$ cat config.mk
export PLATFORM = sky130hd
export DESIGN_NAME = mscr_bank
export DESIGN_NICKNAME = d
export VERILOG_FILES = /design/src/common/mscr_pkg.sv /design/src/rtl/mscr_bank.sv
export SDC_FILE = /design/constraint.sdc
export NUM_CORES = 1
export LEC_CHECK = 0
export ABC_AREA = 1
export BUFFER_PORTS_ARGS = -buffer_cell sky130_fd_sc_hd__buf_4
export CAP_MARGIN = 40
export CORE_MARGIN = 5
export CORE_UTILIZATION = 54
export DETAILED_ROUTE_END_ITERATION = 10
export PLACE_DENSITY = 0.87
export SYNTH_ARGS = -nofsm -noshare
export SYNTH_HDL_FRONTEND = slang
export SYNTH_SLANG_ARGS = --single-unit
$ cat constraint.sdc
create_clock -name ref_clk -period 5.3 [get_ports ref_clk]
set_input_delay 0 -clock ref_clk [delete_from_list [all_inputs] [get_ports ref_clk]]
set_output_delay 0 -clock ref_clk [all_outputs]
set_load 0.03 [all_outputs]
$ cat src/common/mscr_pkg.sv
// Purpose: constants for the meter status, record and config latch bank
// Assumes: records are 32 bits, parity nibble in bits 31:28
// Notes:   config addresses are 6-bit bit indices into a 56-bit latch map, 56-63 reserved
package mscr_pkg;

  localparam int          NUM_RECORDS   = 8;
  localparam int          RECORD_WIDTH  = 32;
  localparam int          DATA_WIDTH    = 28;
  localparam int          PARITY_LSB    = 28;
  localparam int          NUM_CFG_BITS  = 56;
  localparam int          CFG_ADDR_W    = 6;
  localparam int          REC_IDX_W     = 3;

  // status bit positions
  localparam int          STAT_NO_LOAD  = 0;
  localparam int          STAT_MOD_STK  = 1;
  localparam int          STAT_FREQ_OOR = 2;
  localparam int          STAT_TAMPER   = 3;
  localparam int          STAT_CH_SEL   = 4;
  localparam int          STAT_V_TREND  = 5;
  localparam int          STAT_PIN_MIS  = 6;
  localparam int          STAT_INVALID  = 7;

  // record indices
  localparam logic [2:0]  REC_MODE_SIG  = 3'h1;
  localparam logic [2:0]  REC_CFG_LOW   = 3'h6;
  localparam logic [2:0]  REC_CFG_HIGH  = 3'h7;
  localparam int          MODE_SIG_LSB  = 20;
  localparam int          MODE_SIG_W    = 8;

  // config bit addresses
  localparam logic [5:0]  CFG_CLK_RANGE = 6'h01;
  localparam logic [5:0]  CFG_OSC_TYPE  = 6'h02;
  localparam logic [5:0]  CFG_SENSOR    = 6'h05;
  localparam logic [5:0]  CFG_TAMPER_EN = 6'h07;

  // reserved addresses that never latch
  localparam logic [63:0] CFG_RSVD_MASK = 64'hFF00_0000_0003_0059;

  localparam logic [7:0]  STATUS_RESET  = 8'h80;
  localparam logic [55:0] CFG_RESET     = 56'h00_0000_0000_0000;
  localparam logic [7:0]  MODE_RESET    = 8'h00;

endpackage

$ cat src/rtl/mscr_bank.sv
// Overview of operation
// - bit0 shows no-load detected
// - bit1 shows modulator bitstream stuck
// - bit2 shows line frequency outside 45-65Hz
// - bit3 shows tamper detected
// - bit4 shows secondary current channel chosen
// - bit5 zero while voltage slope positive
// - bit6 shows output pin forced externally
// - bit7 shows records invalid during restart
// - all eight status flags host-readable
// - eight 32-bit records, 4-bit parity nibble
// - parity bit is odd parity of column
// - first six records read-only except mode field
// - config latches cleared by POR and remote reset
// - one byte command writes one config bit
// - clock range select bit at address 1
// - oscillator type select bit at address 2
// - sensor type bit at address 5 with tamper
//
// Purpose: status flags, parity-protected records and config latches
// Assumes: serial framing is decoded elsewhere into strobes here
// Notes:   all inputs synchronous to ref_clk
`timescale 1ns/1ps

module mscr_bank (
  // clock and reset
  input  wire logic        ref_clk,
  input  wire logic        resetn,
  input  wire logic        remoteReset,
  // metering condition inputs
  input  wire logic        noLoadDet,
  input  wire logic        modStuckDet,
  input  wire logic        freqOutOfRange,
  input  wire logic        tamperDet,
  input  wire logic        secondaryChanSel,
  input  wire logic        voltSlopeNeg,
  input  wire logic        pinMismatchDet,
  input  wire logic        restartBusy,
  // measurement data for read-only records
  input  wire logic [27:0] measData [0:5],
  // host config bit command
  input  wire logic        cfgWrStb,
  input  wire logic [5:0]  cfgWrAddr,
  input  wire logic        cfgWrVal,
  // host mode-signal write
  input  wire logic        modeWrStb,
  input  wire logic [7:0]  modeWrData,
  // host record read
  input  wire logic [2:0]  recRdIdx,
  // outputs
  output logic [31:0]      recRdData_ff,
  output logic [7:0]       meterStatusFlags_ff,
  output logic             clockRangeSelect_ff,
  output logic             oscillatorTypeSelect_ff,
  output logic             currentSensorType_ff,
  output logic             tamperEnable_ff
);

  // ************************************************************
  // functions
  // ************************************************************
  // odd parity over each bit column of the seven data nibbles:
  // each column plus its parity bit holds an odd count of ones
  function automatic logic [3:0] oddParity(input logic [27:0] d);
    logic [3:0] p;
    p = 4'hF;
    for (int n = 0; n < 7; n++) begin
      p = p ^ d[n*4 +: 4];
    end
    return p;
  endfunction

  // parity nibble on top of the 28-bit value
  function automatic logic [31:0] mkRecord(input logic [27:0] d);
    return {oddParity(d), d};
  endfunction

  // reserved slots and positions 56-63 have no latch behind them
  function automatic logic cfgAddrRsvd(input logic [5:0] a);
    logic [63:0] m;
    m = 64'h0000_0000_0000_0001 << a;
    return (m & mscr_pkg::CFG_RSVD_MASK) != 64'h0000_0000_0000_0000;
  endfunction

  // ************************************************************
  // declarations
  // ************************************************************
  // latches and mode field
  logic [55:0] cfgLatch_ff;
  logic [55:0] nxt_cfgLatch;
  logic [7:0]  modeSig_ff;
  logic [7:0]  nxt_modeSig;
  // status flag bits
  logic [7:0]  nxt_status;
  logic        noLoadBit;
  logic        modStuckBit;
  logic        freqRangeBit;
  logic        tamperBit;
  logic        chanSelBit;
  logic        voltTrendBit;
  logic        pinCheckBit;
  logic        invalidBit;
  // record data
  logic [27:0] rec0Data;
  logic [27:0] rec1Data;
  logic [27:0] rec2Data;
  logic [27:0] rec3Data;
  logic [27:0] rec4Data;
  logic [27:0] rec5Data;
  logic [27:0] rec6Data;
  logic [27:0] rec7Data;
  logic [27:0] recSelData;
  logic [31:0] nxt_recRdData;
  // control and decode
  logic        clearAll;
  logic        clearStatus;
  logic        cfgAddrOk;
  logic        cfgWrEn;
  logic        modeWrEn;
  logic        nxt_clkRange;
  logic        nxt_oscType;
  logic        nxt_sensorType;
  logic        nxt_tamperEn;

  // ************************************************************
  // reset and write qualification
  // ************************************************************
  // remote reset clears latches like power-on
  assign clearAll    = !resetn || remoteReset;
  // status is no latch: only power-on clears it
  assign clearStatus = !resetn;

  // a write racing a clear is lost: clear wins
  assign cfgAddrOk = !cfgAddrRsvd(cfgWrAddr);
  assign cfgWrEn   = cfgWrStb && cfgAddrOk && !clearAll;
  assign modeWrEn  = modeWrStb && !clearAll;

  // ************************************************************
  // configuration latches
  // ************************************************************
  always_comb begin
    nxt_cfgLatch = cfgLatch_ff;
    if (cfgWrEn) begin
      nxt_cfgLatch[cfgWrAddr] = cfgWrVal;
    end
  end

  assign nxt_clkRange   = nxt_cfgLatch[mscr_pkg::CFG_CLK_RANGE];
  assign nxt_oscType    = nxt_cfgLatch[mscr_pkg::CFG_OSC_TYPE];
  assign nxt_sensorType = nxt_cfgLatch[mscr_pkg::CFG_SENSOR];
  assign nxt_tamperEn   = nxt_cfgLatch[mscr_pkg::CFG_TAMPER_EN];

  // ************************************************************
  // mode field
  // ************************************************************
  // only the mode field of the mode record is writable
  always_comb begin
    nxt_modeSig = modeSig_ff;
    if (modeWrEn) begin
      nxt_modeSig = modeWrData;
    end
  end

  // ************************************************************
  // status flags
  // ************************************************************
  // levels pass through with one cycle of latency
  assign noLoadBit    = noLoadDet;
  assign modStuckBit  = modStuckDet;
  assign freqRangeBit = freqOutOfRange;
  assign tamperBit    = tamperDet;
  assign chanSelBit   = secondaryChanSel;
  assign voltTrendBit = voltSlopeNeg;
  assign pinCheckBit  = pinMismatchDet;
  assign invalidBit   = restartBusy;

  assign nxt_status = {invalidBit, pinCheckBit, voltTrendBit, chanSelBit,
                       tamperBit, freqRangeBit, modStuckBit,
                       noLoadBit};

  // ************************************************************
  // records
  // ************************************************************
  // measurement records have no host write path, except the mode field in record 1
  assign rec0Data = measData[0];
  assign rec1Data = {modeSig_ff, measData[1][19:0]};
  assign rec2Data = measData[2];
  assign rec3Data = measData[3];
  assign rec4Data = measData[4];
  assign rec5Data = measData[5];
  // low half then high half of the latch map
  assign rec6Data = cfgLatch_ff[27:0];
  assign rec7Data = cfgLatch_ff[55:28];

  // ************************************************************
  // read path
  // ************************************************************
  always_comb begin
    recSelData = rec0Data;
    if (recRdIdx == 3'h0) begin
      recSelData = rec0Data;
    end else if (recRdIdx == mscr_pkg::REC_MODE_SIG) begin
      recSelData = rec1Data;
    end else if (recRdIdx == 3'h2) begin
      recSelData = rec2Data;
    end else if (recRdIdx == 3'h3) begin
      recSelData = rec3Data;
    end else if (recRdIdx == 3'h4) begin
      recSelData = rec4Data;
    end else if (recRdIdx == 3'h5) begin
      recSelData = rec5Data;
    end else if (recRdIdx == mscr_pkg::REC_CFG_LOW) begin
      recSelData = rec6Data;
    end else begin
      recSelData = rec7Data;
    end
  end

  // parity is made on the way out, so it matches the data except in the all-zero reset value
  assign nxt_recRdData = mkRecord(recSelData);

  // ************************************************************
  // latch registers
  // ************************************************************
  always_ff @(posedge ref_clk) begin
    if (clearAll) begin
      cfgLatch_ff <= mscr_pkg::CFG_RESET;
    end else begin
      cfgLatch_ff <= nxt_cfgLatch;
    end
  end

  always_ff @(posedge ref_clk) begin
    if (clearAll) begin
      modeSig_ff <= mscr_pkg::MODE_RESET;
    end else begin
      modeSig_ff <= nxt_modeSig;
    end
  end

  // ************************************************************
  // status and read data registers
  // ************************************************************
  always_ff @(posedge ref_clk) begin
    if (clearStatus) begin
      meterStatusFlags_ff <= mscr_pkg::STATUS_RESET;
    end else begin
      meterStatusFlags_ff <= nxt_status;
    end
  end

  always_ff @(posedge ref_clk) begin
    if (clearStatus) begin
      recRdData_ff <= 32'h0000_0000;
    end else begin
      recRdData_ff <= nxt_recRdData;
    end
  end

  // ************************************************************
  // decoded configuration outputs
  // ************************************************************
  // copies switch on the same edge as the latch
  // 0: 4 MHz range, 1: 8 MHz range
  always_ff @(posedge ref_clk) begin
    if (clearAll) begin
      clockRangeSelect_ff <= 1'b0;
    end else begin
      clockRangeSelect_ff <= nxt_clkRange;
    end
  end

  // 0: crystal, 1: internal RC oscillator
  always_ff @(posedge ref_clk) begin
    if (clearAll) begin
      oscillatorTypeSelect_ff <= 1'b0;
    end else begin
      oscillatorTypeSelect_ff <= nxt_oscType;
    end
  end

  // meaning depends on the tamper enable bit
  always_ff @(posedge ref_clk) begin
    if (clearAll) begin
      currentSensorType_ff <= 1'b0;
    end else begin
      currentSensorType_ff <= nxt_sensorType;
    end
  end

  always_ff @(posedge ref_clk) begin
    if (clearAll) begin
      tamperEnable_ff <= 1'b0;
    end else begin
      tamperEnable_ff <= nxt_tamperEn;
    end
  end

endmodule

==> metrics.md, run 1 <==
| Metric | Value |
|---|---|
| Unrepaired setup endpoints after global routing | no |
| Leak Pwr | 4.37 nW |
| CORE AREA | 0.0115 mm^2 |
| Detailed Route WL | 27300 um |
| Clk pin slew, worst setup/hold paths | 70 ps |
| Slew HR | 0.430 |
| Vias per cell | 5.75 |
| Clock root cell | clkbuf_16 |
| Via count | 8424 |
| Max Clock Skew | 8.94 ps |
| Synth area leaders | dfxtp_1 (33%), nand2_1 (17%), nor2_1 (11%) |
| Final std cell area, no fill | 0.00891 mm^2 |
| Syn Nets | 1273 |
| Pin count of the biggest net entering global routing | 54 |
| IO Port Bufs | 234 |
| Min-Delay Path Class | input port to register |
| Final GP Congestion | 0.983 |
| CTS tree | built |
| Reg2reg setup slack | 3410 ps |
| Post-CTS Resized | 0 |
| Non-Filler Instances | 1464 |
| Antenna diodes | 0 |
| Commonest non-fill, non-tap cell in the layout | nand2_1 |
| Critical Path RT | 5600 ps |
| Setup CP Type | input port to register |
| Layout Utilization | 0.777 |
| Peak fanout along the critical path | 53 |
| Mean Syn Cell Area | 5.89 um^2 |
| Hold Buf Count CTS | 46 |
| Biggest area consumer among synthesized cells | dfxtp_1 |
| CTS H-tree depth | 3 |
| Critical Path Source Type | input port |
| Setup violators final | 0 |
| Synth warn | 0 |
| First-pass GRT wire length | 41800 um |
| Achievable Freq | 0.335 GHz |
| First drt pass iteration count | 6 |
| # DRC | 0 |
| Clock latency on the worst-skew pair | 360 ps |
| Initial Utilization | 0.552 |
| DP HPWL | 17900 um |
| Num CTS Buffers | 9 |
| Outcome | finished, final reports clean |
| Final TNS setup | 0 ps |
| Start of the worst register-to-register path | cfgLatch_ff[14] |
| Area growth, synth to finish | 40.8% |
| Pre-CTS setup slack | 2390 ps |
| DP Cell Count | 1402 |
| Fin crit period | 2980 ps |
| Die width | 118 um |
| Unique masters post-synth | 27 |
| Number of global-route vias before repair | 7851 |
| Overflow after GRT | 0 |
| Synth top area share | 0.329 |
| Routed Antenna Nets | 0 |
| Max-slew violation count | 0 |
| PwrDens | 244 mW/mm^2 |
| Die area | 0.0140 mm^2 |
| Initial antenna violation count | 0 |
| R2R depth | 17 |
| Die Height | 118 um |
| Clock Tree Buf Depth | 2 |
| First DRT Iteration DRCs | 1057 |
| Peak supply drop | 0.179 mV |
| Setup repair bufs after CTS | 0 |
| Hold path depth | 4 |
| Placed Instance Area | 0.00812 mm^2 |
| Fraction of layout instances using a drive strength above 1 | 0.221 |
| Wire per inst | 18.6 um |
| Post-Syn Instances | 1074 |
| Nets | 1515 |
| IO Count | 243 |
| Most frequent cells in the layout | nand2_1 (280), buf_4 (240), nor2_1 (178) |
| Num rows | 39 |
| Final hold vios | 0 |
| Hold EP | recRdData_ff[4] |
| Critical path capture point type | register |
| Max-cap violation count | 0 |
| Global-route usage over all layers | 0.371 |
| CP arrival | 3280 ps |
| Clock Sinks | 104 |
| Least-Margin Pin Slew | 853 ps |
| Crit share post-route | 0.563 |
| Worst setup margin | 2320 ps |
| FF-to-FF End | recRdData_ff[30] |
| Seq/Total Area, Yosys | 0.329 |
| FF+latch count, synth | 104 |
| Hold Crit Start | measData[144] |
| Mapped Area | 0.00633 mm^2 |
==> flip-flops by register name, indices dropped and copies added, names as in the netlist <==
signal	count
modeSig_ff	8
meterStatusFlags_ff	8
recRdData_ff	32
cfgLatch_ff	56
==> synthesized netlist by cell type <==
cell type	instances
nand2_2	1
a31oi_1	10
o311a_1	2
nor3_4	2
nand3_1	91
buf_4	2
inv_2	5
buf_1	2
inv_1	105
a21oi_1	96
or2_0	3
a211oi_1	1
a21boi_1	1
xor2_1	1
o211ai_1	4
nand2_1	280
dfxtp_1	104
buf_2	24
nand4_1	25
xnor2_1	1
o21ai_0	68
clkinv_1	2
nand3_2	1
clkbuf_1	29
or2_2	25
nor2_1	179
nor3_1	10
==> routing by layer <==
metal / vias up / GRT usage / routed length, um / part of all wire
li1: 3922 / - / - / -
met3: 128 / 0.0821 / 3140 / 0.12
met2: 623 / 0.597 / 12600 / 0.46
met1: 3751 / 0.457 / 9790 / 0.36
met5: - / 0 / 0 / 0
met4: 0 / 0.214 / 1750 / 0.064
==> worst max path at each step <==
stage | startpoint | endpoint | slack (ps) | cells past startpoint
2_1_floorplan | recRdIdx[1] | recRdData_ff[31] | 3640 | 17
3_3_place_gp | recRdIdx[2] | recRdData_ff[30] | 2400 | 18
3_5_place_dp | recRdIdx[2] | recRdData_ff[30] | 2390 | 18
4_1_cts | resetn | cfgLatch_ff[49] | 2390 | 14
5_1_grt | resetn | cfgLatch_ff[23] | 2070 | 15
6_report | resetn | cfgLatch_ff[49] | 2320 | 14
==> logic make-up (layout without fill, tap and decap cells) <==
group / after synthesis / in the layout / share of synthesized area
buffers and inverters: 169 / 416 / 0.106
DFF: 104 / 104 / 0.329
AOI/OAI and AO/OA: 182 / 182 / 0.150
and+or+nand+nor: 617 / 617 / 0.412
xor gates and xnor gates: 2 / 2 / 0.00277
==> where the power goes <==
part	internal [W]	switching, W
Sequential	0.000813	0.0000119
Combinational	0.000244	0.000350
Clock	0.000441	0.000315
==> final cells by class <==
cell class | instances | area (um^2)
multi-input combinational | 801 | 3580
fill | 851 | 2560
timing repair buffer | 288 | 2320
sequential | 104 | 2080
inverter | 112 | 420
clock buffer | 12 | 256
tap | 143 | 179
clock inverter | 4 | 76.3
==> metrics by stage <==
| stage | total power (W) | hold WS (ps) |
|---|---|---|
| 3_3_place_gp | 0.00137 | 179 |
| 2_1_floorplan | 0.00115 | 97.6 |
| 3_5_place_dp | 0.00138 | 183 |
| 4_1_cts | 0.00214 | 1.38 |
| 5_1_grt | 0.00225 | 25.9 |
| 6_report | 0.00218 | 2.36 |
==> critical path: stages <==
cell and delay (ps):
dlygate4sd3_1 540, buf_4 210, inv_1 240, buf_16 240, nor2_2 90, buf_4 430, nand2_1 90, a211oi_1 220
nand2_1 200, inv_1 240, nand2_1 250, nor2_1 230, o21ai_0 110, a21oi_1 140
Power figures use the tool's default switching activity.
==> inputs of run 2 (changes only) <==
--- a/config.mk
+++ b/config.mk
@@ -9,9 +9,9 @@
 export BUFFER_PORTS_ARGS = -buffer_cell sky130_fd_sc_hd__buf_4
 export CAP_MARGIN = 40
 export CORE_MARGIN = 5
-export CORE_UTILIZATION = 54
+export CORE_UTILIZATION = 50
 export DETAILED_ROUTE_END_ITERATION = 10
-export PLACE_DENSITY = 0.87
+export PLACE_DENSITY = 0.81
 export SYNTH_ARGS = -nofsm -noshare
 export SYNTH_HDL_FRONTEND = slang
 export SYNTH_SLANG_ARGS = --single-unit
==> constraint.sdc (replaced) <==
create_clock -name ref_clk -period 2.9 [get_ports ref_clk]
set_input_delay 0 -clock ref_clk [delete_from_list [all_inputs] [get_ports ref_clk]]
set_output_delay 0 -clock ref_clk [all_outputs]
set_load 0.03 [all_outputs]
==> run 2 against run 1 <==
  * Clock power is 90% higher
  * Sequential cell count stayed put
  * Combinational power increased by 82%
  * Total power up 85%
  * Global-route usage down 2.5 points
  * Critical path depth is 1 lower
  * Sequential power rose by 83%
  * Design area up 1.6%
  * Largest cell class unchanged
  * Die area is 7.3% higher
  * Clock skew is essentially flat
==> metrics.md, run 2 (same netlist as run 1, synthesis figures left out) <==
| Metric | Value |
|---|---|
| CTS H-tree depth | 3 |
| Global-route usage over all layers | 0.346 |
| Antenna diodes | 0 |
| Critical path capture point type | register |
| IO Count | 243 |
| Crit share post-route | 0.745 |
| Tot Pwr | 0.00403 W |
| CTS tree | built |
| Peak fanout along the critical path | 12 |
| Fraction of layout instances using a drive strength above 1 | 0.228 |
| Clock Tree Buf Depth | 2 |
| PwrDens | 445 mW/mm^2 |
| Hold Slack | 10.5 ps |
| Initial Utilization | 0.506 |
| Die area | 0.0150 mm^2 |
| Die width | 123 um |
| Most frequent cells in the layout | nand2_1 (280), buf_4 (251), nor2_1 (178) |
| Pre-CTS setup slack | 520 ps |
| IO Port Bufs | 234 |
| Post-CTS Resized | 0 |
| Num CTS Buffers | 9 |
| Initial antenna violation count | 0 |
| Critical Path RT | 3150 ps |
| Clock latency on the worst-skew pair | 360 ps |
| Vias per cell | 5.56 |
| Clock root cell | clkbuf_16 |
| # DRC | 0 |
| Peak supply drop | 0.345 mV |
| Min-Delay Path Class | input port to register |
| CP arrival | 2410 ps |
| Max Clock Skew | 8.63 ps |
| Number of global-route vias before repair | 7855 |
| Overflow after GRT | 0 |
| Max-cap violation count | 0 |
| Leak Pwr | 4.44 nW |
| Worst setup margin | 739 ps |
| Clk pin slew, worst setup/hold paths | 70 ps |
| Outcome | finished, final reports clean |
| Final hold vios | 0 |
| Pin count of the biggest net entering global routing | 53 |
| Final TNS setup | 0 ps |
| Wire per inst | 17.8 um |
| Clock Sinks | 104 |
| Largest regs | cfgLatch_ff x56, recRdData_ff x32 |
| Via count | 8375 |
| First-pass GRT wire length | 40500 um |
| Setup violators final | 0 |
| Detailed Route WL | 26900 um |
| Final GP Congestion | 0.942 |
| Max-slew violation count | 0 |
| Area growth, synth to finish | 43.0% |
| Layout Utilization | 0.723 |
| Critical Path Source Type | input port |
| Nets | 1529 |
| Unrepaired setup endpoints after global routing | no |
| Least-Margin Pin Slew | 695 ps |
| Achievable Freq | 0.463 GHz |
| Fin crit period | 2160 ps |
| First DRT Iteration DRCs | 968 |
| Largest register FFs | 56 |
| DP HPWL | 18400 um |
| Setup CP Type | input port to register |
| Routed Antenna Nets | 0 |
| Die Height | 123 um |
| CORE AREA | 0.0125 mm^2 |
| Num rows | 41 |
| Register name with the most flops | cfgLatch_ff |
| Slew HR | 0.535 |
| Commonest non-fill, non-tap cell in the layout | nand2_1 |
| First drt pass iteration count | 6 |
| Setup repair bufs after CTS | 0 |
run 2: metrics by stage:
step	area [um^2]	std cells
2_1_floorplan	6330	1074
3_3_place_gp	8200	1441
3_5_place_dp	8200	1441
4_1_cts	9050	1507
5_1_grt	9050	1507
6_report	9050	1507
run 2: final timing paths:
check / cells past startpoint / end / from / slack [ps]
setup reg to reg: 15 / recRdData_ff[30] / cfgLatch_ff[22] / 1100
setup / recovery: 13 / cfgLatch_ff[39] / resetn / 740
hold / removal: 5 / recRdData_ff[3] / measData[115] / 10
hold reg to reg: 2 / cfgLatch_ff[17] / cfgLatch_ff[17] / 430
run 2: critical path, cell delays in order:
cell and delay (ps):
dlygate4sd3_1 530, buf_4 230, inv_1 90, nor2_2 180, nand2_1 70, a211oi_1 220, nand2_1 200, inv_1 230
nand2_1 130, inv_1 180, nand2_1 100, o21ai_0 170, a21oi_1 70
run 2: report_power, final:
part / internal [W] / leakage [nW] / switching [W]
sequential: 0.00149 / 0.848 / 0.0000209
combinational: 0.000451 / 3.43 / 0.000629
clock: 0.000848 / 0.170 / 0.000594
total: 0.00279 / 4.44 / 0.00124
run 2: layout make-up:
class / count / area [um^2]
multi-input cells: 801 / 3580
repair buffers: 302 / 2400
inverters: 112 / 420
fillers: 1086 / 3470
clock buffers: 9 / 225
flip-flops and latches: 104 / 2080
clock inverters: 7 / 118
well taps: 172 / 215
run 2: layer usage:
layer | wire (um) | GRT usage | share of wire
met1 | 10100 | 0.432 | 0.37
met2 | 12200 | 0.546 | 0.45
met3 | 2890 | 0.0783 | 0.11
met4 | 1780 | 0.207 | 0.066
met5 | 0 | 0 | 0
run 2: what timing repair did:
item,in CTS,in global routing
hold buffers,50,0
hold endpoints to repair,42,0
setup endpoints to repair,0,0
==> inputs of run 3 (changes only) <==
--- a/config.mk
+++ b/config.mk
@@ -9,9 +9,9 @@
 export BUFFER_PORTS_ARGS = -buffer_cell sky130_fd_sc_hd__buf_4
 export CAP_MARGIN = 40
 export CORE_MARGIN = 5
-export CORE_UTILIZATION = 50
+export CORE_UTILIZATION = 45
 export DETAILED_ROUTE_END_ITERATION = 10
-export PLACE_DENSITY = 0.81
+export PLACE_DENSITY = 0.77
 export SYNTH_ARGS = -nofsm -noshare
 export SYNTH_HDL_FRONTEND = slang
 export SYNTH_SLANG_ARGS = --single-unit
==> constraint.sdc (replaced) <==
create_clock -name ref_clk -period 1.8 [get_ports ref_clk]
set_input_delay 0 -clock ref_clk [delete_from_list [all_inputs] [get_ports ref_clk]]
set_output_delay 0 -clock ref_clk [all_outputs]
set_load 0.03 [all_outputs]
==> run 3 against run 2 <==
  * Critical endpoint is now recRdData_ff[29]
  * Via count decreased by 0.82%
  * Utilization decreased by 4.1 points
  * Highest routed layer unchanged
  * Sequential cell count unchanged
  * Largest cell class unchanged
  * Clock skew decreased by 2.3 ps
  * Clock power increased by 51%
  * Worst setup slack got worse by 640 ps
  * Sequential power increased by 61%
  * Combinational power increased by 69%
==> metrics.md, run 3 (same netlist as run 1, synthesis figures left out) <==
| Metric | Value |
|---|---|
| Clock Tree Buf Depth | 2 |
| Area growth, synth to finish | 49.0% |
| Wire per inst | 17.1 um |
| Critical Path RT | 2050 ps |
| Peak supply drop | 0.439 mV |
| Largest register FFs | 56 |
| CP arrival | 1950 ps |
| CTS tree | built |
| Crit share post-route | 0.946 |
| CTS H-tree depth | 3 |
| Fin crit period | 1700 ps |
| CORE AREA | 0.0138 mm^2 |
| Wire length on met3 | 2460 um |
| Num CTS Buffers | 9 |
| Initial antenna violation count | 0 |
| # DRC | 0 |
| Pin count of the biggest net entering global routing | 53 |
| Number of global-route vias before repair | 7907 |
| Setup violators final | 0 |
| Hold Crit Start | cfgWrVal |
| Setup CP Type | register to register |
| DP Cell Count | 1494 |
| Final TNS setup | 0 ps |
| Routed Antenna Nets | 0 |
| Clock latency on the worst-skew pair | 360 ps |
| DP HPWL | 19500 um |
| Min-Delay Path Class | input port to register |
| Max layer used | met4 |
| Final GP Congestion | 0.953 |
| Antenna diodes | 0 |
| Slew HR | 0.585 |
| Max-cap violation count | 0 |
| Outcome | finished, final reports clean |
| Clock root cell | clkbuf_16 |
| Unrepaired setup endpoints after global routing | yes |
| Via count | 8306 |
| Global-route usage over all layers | 0.310 |
| IO Port Bufs | 234 |
| PwrDens | 682 mW/mm^2 |
| Hold Slack | 10.6 ps |
| Max Clock Skew | 6.29 ps |
| First DRT Iteration DRCs | 912 |
| Clk pin slew, worst setup/hold paths | 70 ps |
| Pre-CTS setup slack | -195 ps |
| Wire length on met2 | 12200 um |
| Detailed Route WL | 26600 um |
| Overflow after GRT | 0 |
| Largest regs | cfgLatch_ff x56, recRdData_ff x32 |
| Nets | 1570 |
| Num rows | 43 |
| Leak Pwr | 4.65 nW |
| Die Height | 129 um |
| Critical path startpoint | cfgLatch_ff[5] |
| Tot Pwr | 0.00643 W |
| Commonest non-fill, non-tap cell in the layout | buf_4 |
| Clock Sinks | 104 |
| Least-Margin Pin Slew | 621 ps |
| IO Count | 243 |
| Die area | 0.0165 mm^2 |
| Vias per cell | 5.34 |
| Achievable Freq | 0.587 GHz |
| Non-Filler Instances | 1556 |
| First-pass GRT wire length | 40400 um |
| Start of the worst register-to-register path | cfgLatch_ff[5] |
| Most frequent cells in the layout | buf_4 (292), nand2_1 (275), nor2_1 (177) |
| Initial Utilization | 0.458 |
| Register name with the most flops | cfgLatch_ff |
| Die width | 129 um |
| Metal-1 WL | 10700 um |
| Worst setup margin | 97.7 ps |
| Critical path capture point type | register |
| Critical Path Source Type | register |
| Fraction of layout instances using a drive strength above 1 | 0.265 |
| First drt pass iteration count | 7 |
| Final hold vios | 0 |
| Peak fanout along the critical path | 3 |
| Max-slew violation count | 0 |
[run 3: cell count changes in the layout (fill, tap and decap cells not counted), moves of 3 or more]
cell,before,now
a21oi_1,96,93
a21oi_2,0,3
buf_12,1,6
buf_4,251,292
clkinvlp_4,0,4
dlygate4sd3_1,50,44
nand2_1,280,275
nand2_2,1,6
o21ai_0,68,65
o21ai_1,0,3
[run 3: path summary, 6_finish.rpt]
check                                         to  slack, ps  cells after the start
worst max-delay path            recRdData_ff[29]        100                     13
worst min-delay path              cfgLatch_ff[2]         10                      3
worst max register to register  recRdData_ff[29]        100                     13
worst min register to register   cfgLatch_ff[17]        430                      2
[run 3: area by class of cell]
| cell class | count | area (um^2) |
|---|---|---|
| clock inverter | 6 | 91.3 |
| fill | 1191 | 4400 |
| timing repair buffer | 343 | 2760 |
| clock buffer | 10 | 229 |
| multi-input combinational | 801 | 3610 |
| sequential | 104 | 2080 |
| inverter | 112 | 424 |
| tap | 180 | 225 |
[run 3: per-layer routing]
| metal | track usage | vias to the layer above |
|---|---|---|
| met5 | 0 | - |
| met3 | 0.0635 | 80 |
| met1 | 0.398 | 3709 |
| met4 | 0.141 | 0 |
| met2 | 0.502 | 493 |
| li1 | - | 4024 |
[run 3: repair_timing]
item | CTS | global route
hold endpoints to repair | 37 | 0
setup buffers | 0 | 2
gates resized for setup | 0 | 19
hold buffers | 44 | 0
endpoints found under the setup margin | 0 | 4
[run 3: through the flow]
stage               utilization  area, um^2
floorplan                     -        6330
global placement          0.623        8610
detailed placement        0.623        8610
CTS                       0.678        9370
global route              0.682        9430
finish                    0.682        9430
[run 3: power by group]
| group | internal, W | switching [W] | leakage, nW | total (W) |
|---|---|---|---|---|
| logic | 0.000799 | 0.00103 | 3.66 | 0.00183 |
| clock network | 0.00123 | 0.000951 | 0.145 | 0.00218 |
| registers | 0.00239 | 0.0000353 | 0.849 | 0.00243 |
[run 3: critical path: stages, from the launching register on]
cell and delay, ps:
dfxtp_2 350, nand4_1 100, nand3_1 110, nand2_1 50, nand3_1 80, nand3_2 90
nand2_1 80, nand2_1 60, nand2_2 90, inv_1 70, nand2_1 90, nand4_1 160
a21oi_2 200, nor2_1 60
